## src/sor_pkg.sv

```systemverilog
package sor_pkg;

  // extended register addresses
  localparam int EXT_ADDR_W = 9;
  localparam logic [EXT_ADDR_W-1:0] OFF_STRAP_STATUS = 9'h101;
  localparam logic [EXT_ADDR_W-1:0] OFF_MODE_OVERRIDE = 9'h102;
  localparam logic [EXT_ADDR_W-1:0] OFF_MODE_STATUS = 9'h103;
  localparam logic [EXT_ADDR_W-1:0] OFF_ANALOG_TEST = 9'h107;

  localparam int DATA_W = 16;
  localparam int MGMT_ADDR_W = 5;

  // field positions
  localparam int BIT_CLK_OUT_EN = 5;
  localparam int BIT_MGMT_ADDR_LO = 0;
  localparam int BIT_TRISTATE_IO = 7;
  localparam int BIT_NAND_TREE = 4;
  localparam int BIT_GMII_MII = 1;
  localparam int BIT_REGULATOR_OFF = 15;
  localparam int BIT_LOW_FREQ_OSC = 8;
  localparam int BIT_SW_POWER_DOWN = 11;

  // reset values
  localparam logic [DATA_W-1:0] RST_MODE_OVERRIDE = 16'h0000;
  localparam logic [DATA_W-1:0] RST_ANALOG_TEST = 16'h0000;
  localparam logic [DATA_W-1:0] RST_READ_DATA = 16'h0000;

  // strap vector: {clkOutEn, mgmtAddr[4:0], nandTree, gmiiMii}
  localparam int STRAP_W = 8;
  // cycles after reset release before the synchronised straps are trusted
  localparam logic [1:0] STRAP_SETTLE_CYCLES = 2'h2;

  typedef struct packed {
    logic [STRAP_W-1:0] sync1;
    logic [STRAP_W-1:0] sync2;
    logic [1:0] settle;
    logic valid;
    logic [STRAP_W-1:0] held;
  } sor_cap_state_t;

  typedef struct packed {
    logic [DATA_W-1:0] override;
    logic [DATA_W-1:0] analog;
    logic [DATA_W-1:0] rdData;
  } sor_reg_state_t;

endpackage : sor_pkg

```

## src/sor_strap_if.sv

```systemverilog
`timescale 1ns/1ps
`default_nettype none
interface sor_strap_if;
  logic capValid;
  logic clkOutEn;
  logic [sor_pkg::MGMT_ADDR_W-1:0] mgmtAddr;
  logic nandStrap;
  logic gmiiStrap;
  modport producer (output capValid, clkOutEn, mgmtAddr, nandStrap,
    gmiiStrap);
  modport consumer (input capValid, clkOutEn, mgmtAddr, nandStrap,
    gmiiStrap);
endinterface : sor_strap_if
`default_nettype wire

```

## src/sor_ext_regs.sv

```systemverilog
`timescale 1ns/1ps
`default_nettype none
module sor_ext_regs (
  input wire logic ref_clk,
  input wire logic rst,
  input wire logic clockOutEnableStrapPin,
  input wire logic [sor_pkg::MGMT_ADDR_W-1:0] mgmtAddressStrapPin,
  input wire logic nandTreeStrapPin,
  input wire logic gmiiMiiStrapPin,
  input wire logic [sor_pkg::EXT_ADDR_W-1:0] regAddr,
  input wire logic regWrEn,
  input wire logic [sor_pkg::DATA_W-1:0] regWrData,
  input wire logic regRdEn,
  output logic [sor_pkg::DATA_W-1:0] regRdData,
  input wire logic [sor_pkg::DATA_W-1:0] basicControlWord,
  output logic ioTristateEn,
  output logic nandTreeMode,
  output logic gmiiMiiMode,
  output logic regulatorCtrlOff,
  output logic lowFreqOscEn,
  output logic clockOutEnable,
  output logic [sor_pkg::MGMT_ADDR_W-1:0] mgmtAddress
);
  import sor_pkg::*;

  sor_strap_if strapIf ();

  sor_strap_capture u_capture (
    .ref_clk(ref_clk),
    .rst(rst),
    .clockOutEnableStrapPin(clockOutEnableStrapPin),
    .mgmtAddressStrapPin(mgmtAddressStrapPin),
    .nandTreeStrapPin(nandTreeStrapPin),
    .gmiiMiiStrapPin(gmiiMiiStrapPin),
    .strapOut(strapIf.producer)
  );

  sor_reg_state_t r_q;
  sor_reg_state_t r_d;
  logic swPowerDown;

  function automatic logic [DATA_W-1:0] readMux(
    input logic [EXT_ADDR_W-1:0] addr,
    input sor_reg_state_t r,
    input logic clkEn,
    input logic [MGMT_ADDR_W-1:0] mAddr,
    input logic nandSt,
    input logic gmii
  );
    logic [DATA_W-1:0] v;
    v = '0;
    if (addr == OFF_STRAP_STATUS) begin
      v[BIT_CLK_OUT_EN] = clkEn;
      v[BIT_MGMT_ADDR_LO +: MGMT_ADDR_W] = mAddr;
    end else if (addr == OFF_MODE_OVERRIDE) begin
      v = r.override;
    end else if (addr == OFF_MODE_STATUS) begin
      v[BIT_NAND_TREE] = nandSt;
      v[BIT_GMII_MII] = gmii;
    end else if (addr == OFF_ANALOG_TEST) begin
      v = r.analog;
    end
    return v;
  endfunction : readMux

  always_comb begin
    r_d = r_q;
    // only the two RW registers accept writes; status and unmapped drop them
    if (regWrEn) begin
      if (regAddr == OFF_MODE_OVERRIDE) begin
        r_d.override = regWrData;
      end else if (regAddr == OFF_ANALOG_TEST) begin
        r_d.analog = regWrData;
      end
    end
    if (regRdEn) begin
      r_d.rdData = readMux(regAddr, r_q, strapIf.clkOutEn, strapIf.mgmtAddr,
        strapIf.nandStrap, strapIf.gmiiStrap);
    end
  end

  always_ff @(posedge ref_clk) begin
    if (rst) begin
      r_q.override <= RST_MODE_OVERRIDE;
      r_q.analog <= RST_ANALOG_TEST;
      r_q.rdData <= RST_READ_DATA;
    end else begin
      r_q <= r_d;
    end
  end

  assign swPowerDown = basicControlWord[BIT_SW_POWER_DOWN];
  assign ioTristateEn = r_q.override[BIT_TRISTATE_IO] & swPowerDown;
  assign nandTreeMode = r_q.override[BIT_NAND_TREE] | strapIf.nandStrap;
  assign gmiiMiiMode = r_q.override[BIT_GMII_MII] | strapIf.gmiiStrap;
  assign regulatorCtrlOff = r_q.analog[BIT_REGULATOR_OFF];
  assign lowFreqOscEn = r_q.analog[BIT_LOW_FREQ_OSC];
  assign clockOutEnable = strapIf.clkOutEn;
  assign mgmtAddress = strapIf.mgmtAddr;
  assign regRdData = r_q.rdData;
endmodule : sor_ext_regs
`default_nettype wire

```

## src/sor_strap_capture.sv

```systemverilog
`timescale 1ns/1ps
`default_nettype none
module sor_strap_capture (
  input wire logic ref_clk,
  input wire logic rst,
  input wire logic clockOutEnableStrapPin,
  input wire logic [sor_pkg::MGMT_ADDR_W-1:0] mgmtAddressStrapPin,
  input wire logic nandTreeStrapPin,
  input wire logic gmiiMiiStrapPin,
  sor_strap_if.producer strapOut
);
  import sor_pkg::*;

  sor_cap_state_t s_q;
  sor_cap_state_t s_d;

  always_comb begin
    s_d = s_q;
    s_d.sync1 = {clockOutEnableStrapPin, mgmtAddressStrapPin,
      nandTreeStrapPin, gmiiMiiStrapPin};
    s_d.sync2 = s_q.sync1;
    if (!s_q.valid) begin
      if (s_q.settle == STRAP_SETTLE_CYCLES) begin
        // latch once after release, then hold until next reset
        s_d.valid = 1'b1;
        s_d.held = s_q.sync2;
      end else begin
        s_d.settle = s_q.settle + 2'h1;
      end
    end
  end

  always_ff @(posedge ref_clk) begin
    if (rst) begin
      s_q <= '0;
    end else begin
      s_q <= s_d;
    end
  end

  assign strapOut.capValid = s_q.valid;
  assign strapOut.clkOutEn = s_q.held[STRAP_W-1];
  assign strapOut.mgmtAddr = s_q.held[STRAP_W-2:2];
  assign strapOut.nandStrap = s_q.held[1];
  assign strapOut.gmiiStrap = s_q.held[0];
endmodule : sor_strap_capture
`default_nettype wire

```

## config.mk

```make
export PLATFORM = sky130hd
export DESIGN_NAME = sor_ext_regs
export DESIGN_NICKNAME = d
export VERILOG_FILES = /design/src/sor_pkg.sv /design/src/sor_strap_if.sv /design/src/sor_ext_regs.sv /design/src/sor_strap_capture.sv
export SDC_FILE = /design/constraint.sdc
export NUM_CORES = 1
export LEC_CHECK = 0
export BUFFER_PORTS_ARGS = -buffer_cell sky130_fd_sc_hd__buf_4
export CAP_MARGIN = 20
export CORE_UTILIZATION = 50
export DETAILED_ROUTE_END_ITERATION = 16
export PLACE_DENSITY = 0.74
export SYNTH_ARGS = -nofsm -noshare
export SYNTH_HDL_FRONTEND = slang
export SYNTH_HIERARCHICAL = 1
export SYNTH_SLANG_ARGS = --single-unit
```

## constraint.sdc

```tcl
create_clock -name ref_clk -period 2 [get_ports ref_clk]
set_input_delay 0.3 -clock ref_clk [delete_from_list [all_inputs] [get_ports ref_clk]]
set_output_delay 0.3 -clock ref_clk [all_outputs]
set_load 0.005 [all_outputs]
```

Word level (Yosys, flattened, before mapping)
Cells that the tools add are included.
W data, S select, Z words.
{"block": "word_totals", "inputBits": 53, "register_bits": 75, "out_inout_bits": 27}
{"block": "op_classes", "n_reduce_logical": 4, "bitwise_logic": 6, "muxes": 11, "eq_ne": 5, "addsub": 1}
{"op": "$eq A9 B9 Y1 const B", "n": 4}
{"op": "$mux W16", "n": 2}
{"op": "$mux W9", "n": 2}
{"op": "$mux W11", "n": 1}
{"op": "$mux W10", "n": 1}
{"op": "$mux W6", "n": 1}
{"op": "$reduce_and A2 Y1", "n": 3}
{"op": "$mux W1", "n": 3}
{"op": "$not A1 Y1", "n": 3}
{"op": "$reduce_and A3 Y1", "n": 1}
{"op": "$add A2 B1 Y2 const B", "n": 1}
{"op": "$eq A2 B2 Y1 const B", "n": 1}
{"op": "$mux W2", "n": 1}
{"op": "$or A1 B1 Y1", "n": 2}
{"op": "$and A1 B1 Y1", "n": 1}

Longest topological paths before layout
{"block": "depth", "word_depth": 5, "mapped_depth": 7}

Modules after synthesis
Netlist, hierarchy kept.
{"module": "sor_ext_regs", "seq_area_each_um2": 960.9, "instances": 1, "cells_each": 248, "area_each_um2": 2245.9}
{"module": "sor_strap_capture", "seq_area_each_um2": 540.5, "instances": 1, "cells_each": 88, "area_each_um2": 950.9}

Worst setup path before layout
No wires, ideal clock.
{"block": "synth_path", "kind": "input-to-reg", "start": "input regAddr[5] (netlist bit)", "end": "register r_q[16] (netlist bit)", "t_arrival_ps": 1270, "stages": 5, "path_slack_ps": 592, "setup_ps": 138, "path_buffers": 1, "cell_sequence": "nor4b_4 > nand4_1 > buf_2 > nand2_1 > a21oi_2"}
{"block": "synth_via", "elab_chain_cells": 3, "elab_cells_between_ends": 4}
{"item": "from (decl)", "line_no": "sor_ext_regs.sv:10", "rtl": "input wire logic [sor_pkg::EXT_ADDR_W-1:0] regAddr,"}
{"item": "$eq A9 B9 Y1", "line_no": "sor_ext_regs.sv:70", "rtl": "if (regAddr == OFF_MODE_OVERRIDE) begin"}
{"item": "$not A1 Y1 (no line)"}
{"item": "$reduce_and A3 Y1 (no line) (*)"}
{"item": "to (signal assigned)", "line_no": "sor_ext_regs.sv:88", "rtl": "r_q <= r_d;"}
{"item": "to (decl)", "line_no": "sor_ext_regs.sv:38", "rtl": "sor_reg_state_t r_q;"}
Every way passes the cells marked *; elsewhere a longest branch is shown, timed or not.
A chain may end at the register's enable or synchronous reset.

Worst setup path in the final report
{"block": "layout_path", "start": "register r_q[33] (netlist bit)", "end": "output gmiiMiiMode"}
{"block": "layout_via", "elab_chain_cells": 1}
{"item": "$or A1 B1 Y1", "line_no": "sor_ext_regs.sv:95", "rtl": "assign gmiiMiiMode = r_q.override[BIT_GMII_MII] | strapIf.gmiiStrap;"}
{"item": "to (decl)", "line_no": "sor_ext_regs.sv:18", "rtl": "output logic gmiiMiiMode,"}
Every way passes these cells.

==> results_dict.tcl <==
set metrics [dict create \
    status "finished clean" \
    drt_pass1_iterations 5 \
    ir_drop_mv 0.6481 \
    ys_top_cells_by_area "dfxtp_1, mux2i_1, buf_4" \
    clk_pin_slew_ps 80 \
    dr_total_vias 2406 \
    slew_headroom_pct 57.22 \
    finalSetupViolations 0 \
    cts_buffers 9 \
    first_iter_violations 117 \
    drt-total-wl_mm 6.233 \
    hold_class "in2reg" \
    critical_path_class "reg2out" \
    fin_tns_setup_ps 0 \
    post_drt_wl_per_cell_um 13.61 \
    place_ws_ps 393.5 \
    crit_required_ps 1700 \
    insertion_delay_ps 330 \
    crit_slowest_cell "dfxtp_1" \
    cp-startpoint "r_q[33]" \
    yosysUniqueCellTypes 39 \
    power.density_nw_per_um2 826.1 \
    r2r_start "u_capture/s_q[9]" \
    slew_viol_final 0 \
    die-area_sq_um 6717 \
    yosys_warnings 6 \
    dieHeight_um 81.96 \
    grt_max_degree 68 \
    start_util_pct 52.75 \
    grt_pass1_wl_mm 10.05 \
    critPathMaxStageDelay_ps 320 \
    startpoint_type "register" \
    max_freq_mhz 715.3 \
    ctsHoldBuffers 0 \
    grt.overflow.total 0 \
    finalWorstSetupSlack_ps 601.9 \
    finalNetCount 432 \
    p_clk_share_pct 40.0 \
    routed_via_density 5.253 \
    synth_top_cell_by_area "dfxtp_1" \
    synth_most_common_cell "dfxtp_1" \
    critPathArrivalTime_ps 1100 \
    min_period_over_period_pct 69.90 \
    timing.final.crit_period_ps 1398 \
    hold_viol_final 0 \
    clock_sinks 75 \
    dpl.hpwl_mm 4.354 \
    p_sw_mw 0.7296 \
    fin_total_pwr_mw 3.116 \
    p_seq_share_pct 50.6 \
    avgSynthCellArea_sq_um 9.514 \
    gp_congestion 0.7907 \
    cts_max_level 3 \
    synthCells 336 \
    cts_tree "yes" \
    yosysTopAreaCellShare_pct 46.97 \
    grt_setup_unrepaired "false" \
    cts_resized 0 \
    synth_async_sr_flop_share_pct 0 \
    root_buffer "clkbuf_8" \
    cp_max_fo 3 \
    drc_errors 0 \
    rows 28 \
    ant_nets 0 \
    core-area_sq_um 6061 \
    ios 80 \
    dp_cells 442 \
    worstMarginPinSlew_ps 641.8 \
    syn-cell-area_sq_um 3197 \
    synth.yosys.seq_area_share_pct 46.97 \
    area_delta_synth_final_pct 18.00 \
    p_comb_share_pct 9.5 \
    antenna_cells 0 \
    finalClockSkew_ps 5.938 \
    die_w_um 81.96 \
    grt_util_all_layers_pct 20.25 \
    p_sw_share_pct 23.41 \
    ys_seq_elements 75 \
    hp-start "mgmtAddressStrapPin[4]" \
    port_buffers 64 \
    critPathCaptureType "output port" \
    crit_chain "or2_2, buf_4" \
    r2r_slack_ps 620 \
    cellInternalPower_mw 2.387 \
    cts_setup_buffers 0 \
    synthFlopType "dfxtp_1" \
    antenna_found_initial 0 \
    cts_buffer_depth 2 \
    synth_common_cells "dfxtp_1, nand2_1, buf_4" \
    stdcell_count 458 \
    drive_gt1_share_pct 27.94 \
    synth-edff-count 0 \
    p_leak_nw 1.568 \
    maxCapViolCount 0 \
    syn_nets 390 \
    first_global_vias 2223 \
]
## final timing paths
| check | to | depth (start not counted) |
|---|---|---|
| setup reg to reg | u_capture/strapOut.mgmtAddr[0] | 4 |
| hold reg to reg | u_capture/s_q[17] | 1 |
| hold / removal | u_capture/s_d[17] | 2 |
| setup / recovery | gmiiMiiMode | 2 |
## cell families after synthesis
kind of cell	after synthesis	synth area share, %
flip-flops	75	46.97
AND/OR/NAND/NOR	125	22.35
buffers and inverters	50	9.902
AO/OA/AOI/OAI	67	14.76
adder cells (fa/ha/maj)	1	0.3913
multiplexers	18	5.636
## registers in the layout, indices dropped and copies added, names as in the netlist
| name | cells |
|---|---|
| lowFreqOscEn | 1 |
| u_capture/s_d | 8 |
| u_capture/s_q | 10 |
| regulatorCtrlOff | 1 |
| r_q | 30 |
| u_capture/strapOut.gmiiStrap | 1 |
| u_capture/strapOut.mgmtAddr | 5 |
| u_capture/strapOut.nandStrap | 1 |
| u_capture/strapOut.capValid | 1 |
| regRdData | 16 |
| u_capture/strapOut.clkOutEn | 1 |
## power by group through the flow
stage                     clock network (mW)  logic, mW  registers (mW)
final                                   1.25      0.295            1.58
after global routing                    1.33      0.331            1.58
after CTS                               1.27      0.298            1.58
after detailed placement                   0      0.298            1.61
after global placement                     0      0.290            1.61
after floorplan                            0      0.218            1.59
## metrics by stage
stage,utilization [%],hold WS (ps),area (sq um)
floorplan,-,413.8,3197
global placement,58.67,417.2,3556
detailed placement,58.67,420.4,3556
CTS,62.24,159.0,3772
global route,62.24,157.9,3772
finish,62.24,172.0,3772
## metal layers
layer	wire [um]	GRT usage [%]	share of wire, %
met1	2872	24.19	46
met2	2991	34.88	48
met3	270	4.111	4.3
met4	98	8.947	1.6
met5	0	0	0
## worst max-delay path: cells and delay by family (launching register included)
kind | cells | cell delay, ps
buffers and inverters | 1 | 140
flip-flops | 1 | 320
AND/OR/NAND/NOR | 1 | 300
## area by class of cell
| class | instances | area, sq um |
|---|---|---|
| Tap cell | 75 | 93.84 |
| Timing Repair Buffer | 74 | 555.5 |
| Fill cell | 525 | 2288 |
| Clock buffer | 9 | 123.9 |
| Inverter | 7 | 26.28 |
| Sequential cell | 75 | 1501 |
| Multi-Input combinational cell | 211 | 1379 |
| Clock inverter | 7 | 92.59 |
## cells in the final DEF, fill, tap and decap left out, drive strengths merged, types with 5 or more instances in the layout
cell type and count:
a21oi 29, a22o 10, a22oi 5, buf 74, clkbuf 9, clkinv 5
dfxtp 75, inv 7, mux2i 18, nand2 33, nand2b 19, nand3 10
nor2 21, nor2b 20, o21ai 10, o32ai 6
Note: power is estimated with default switching activity, not from simulation.
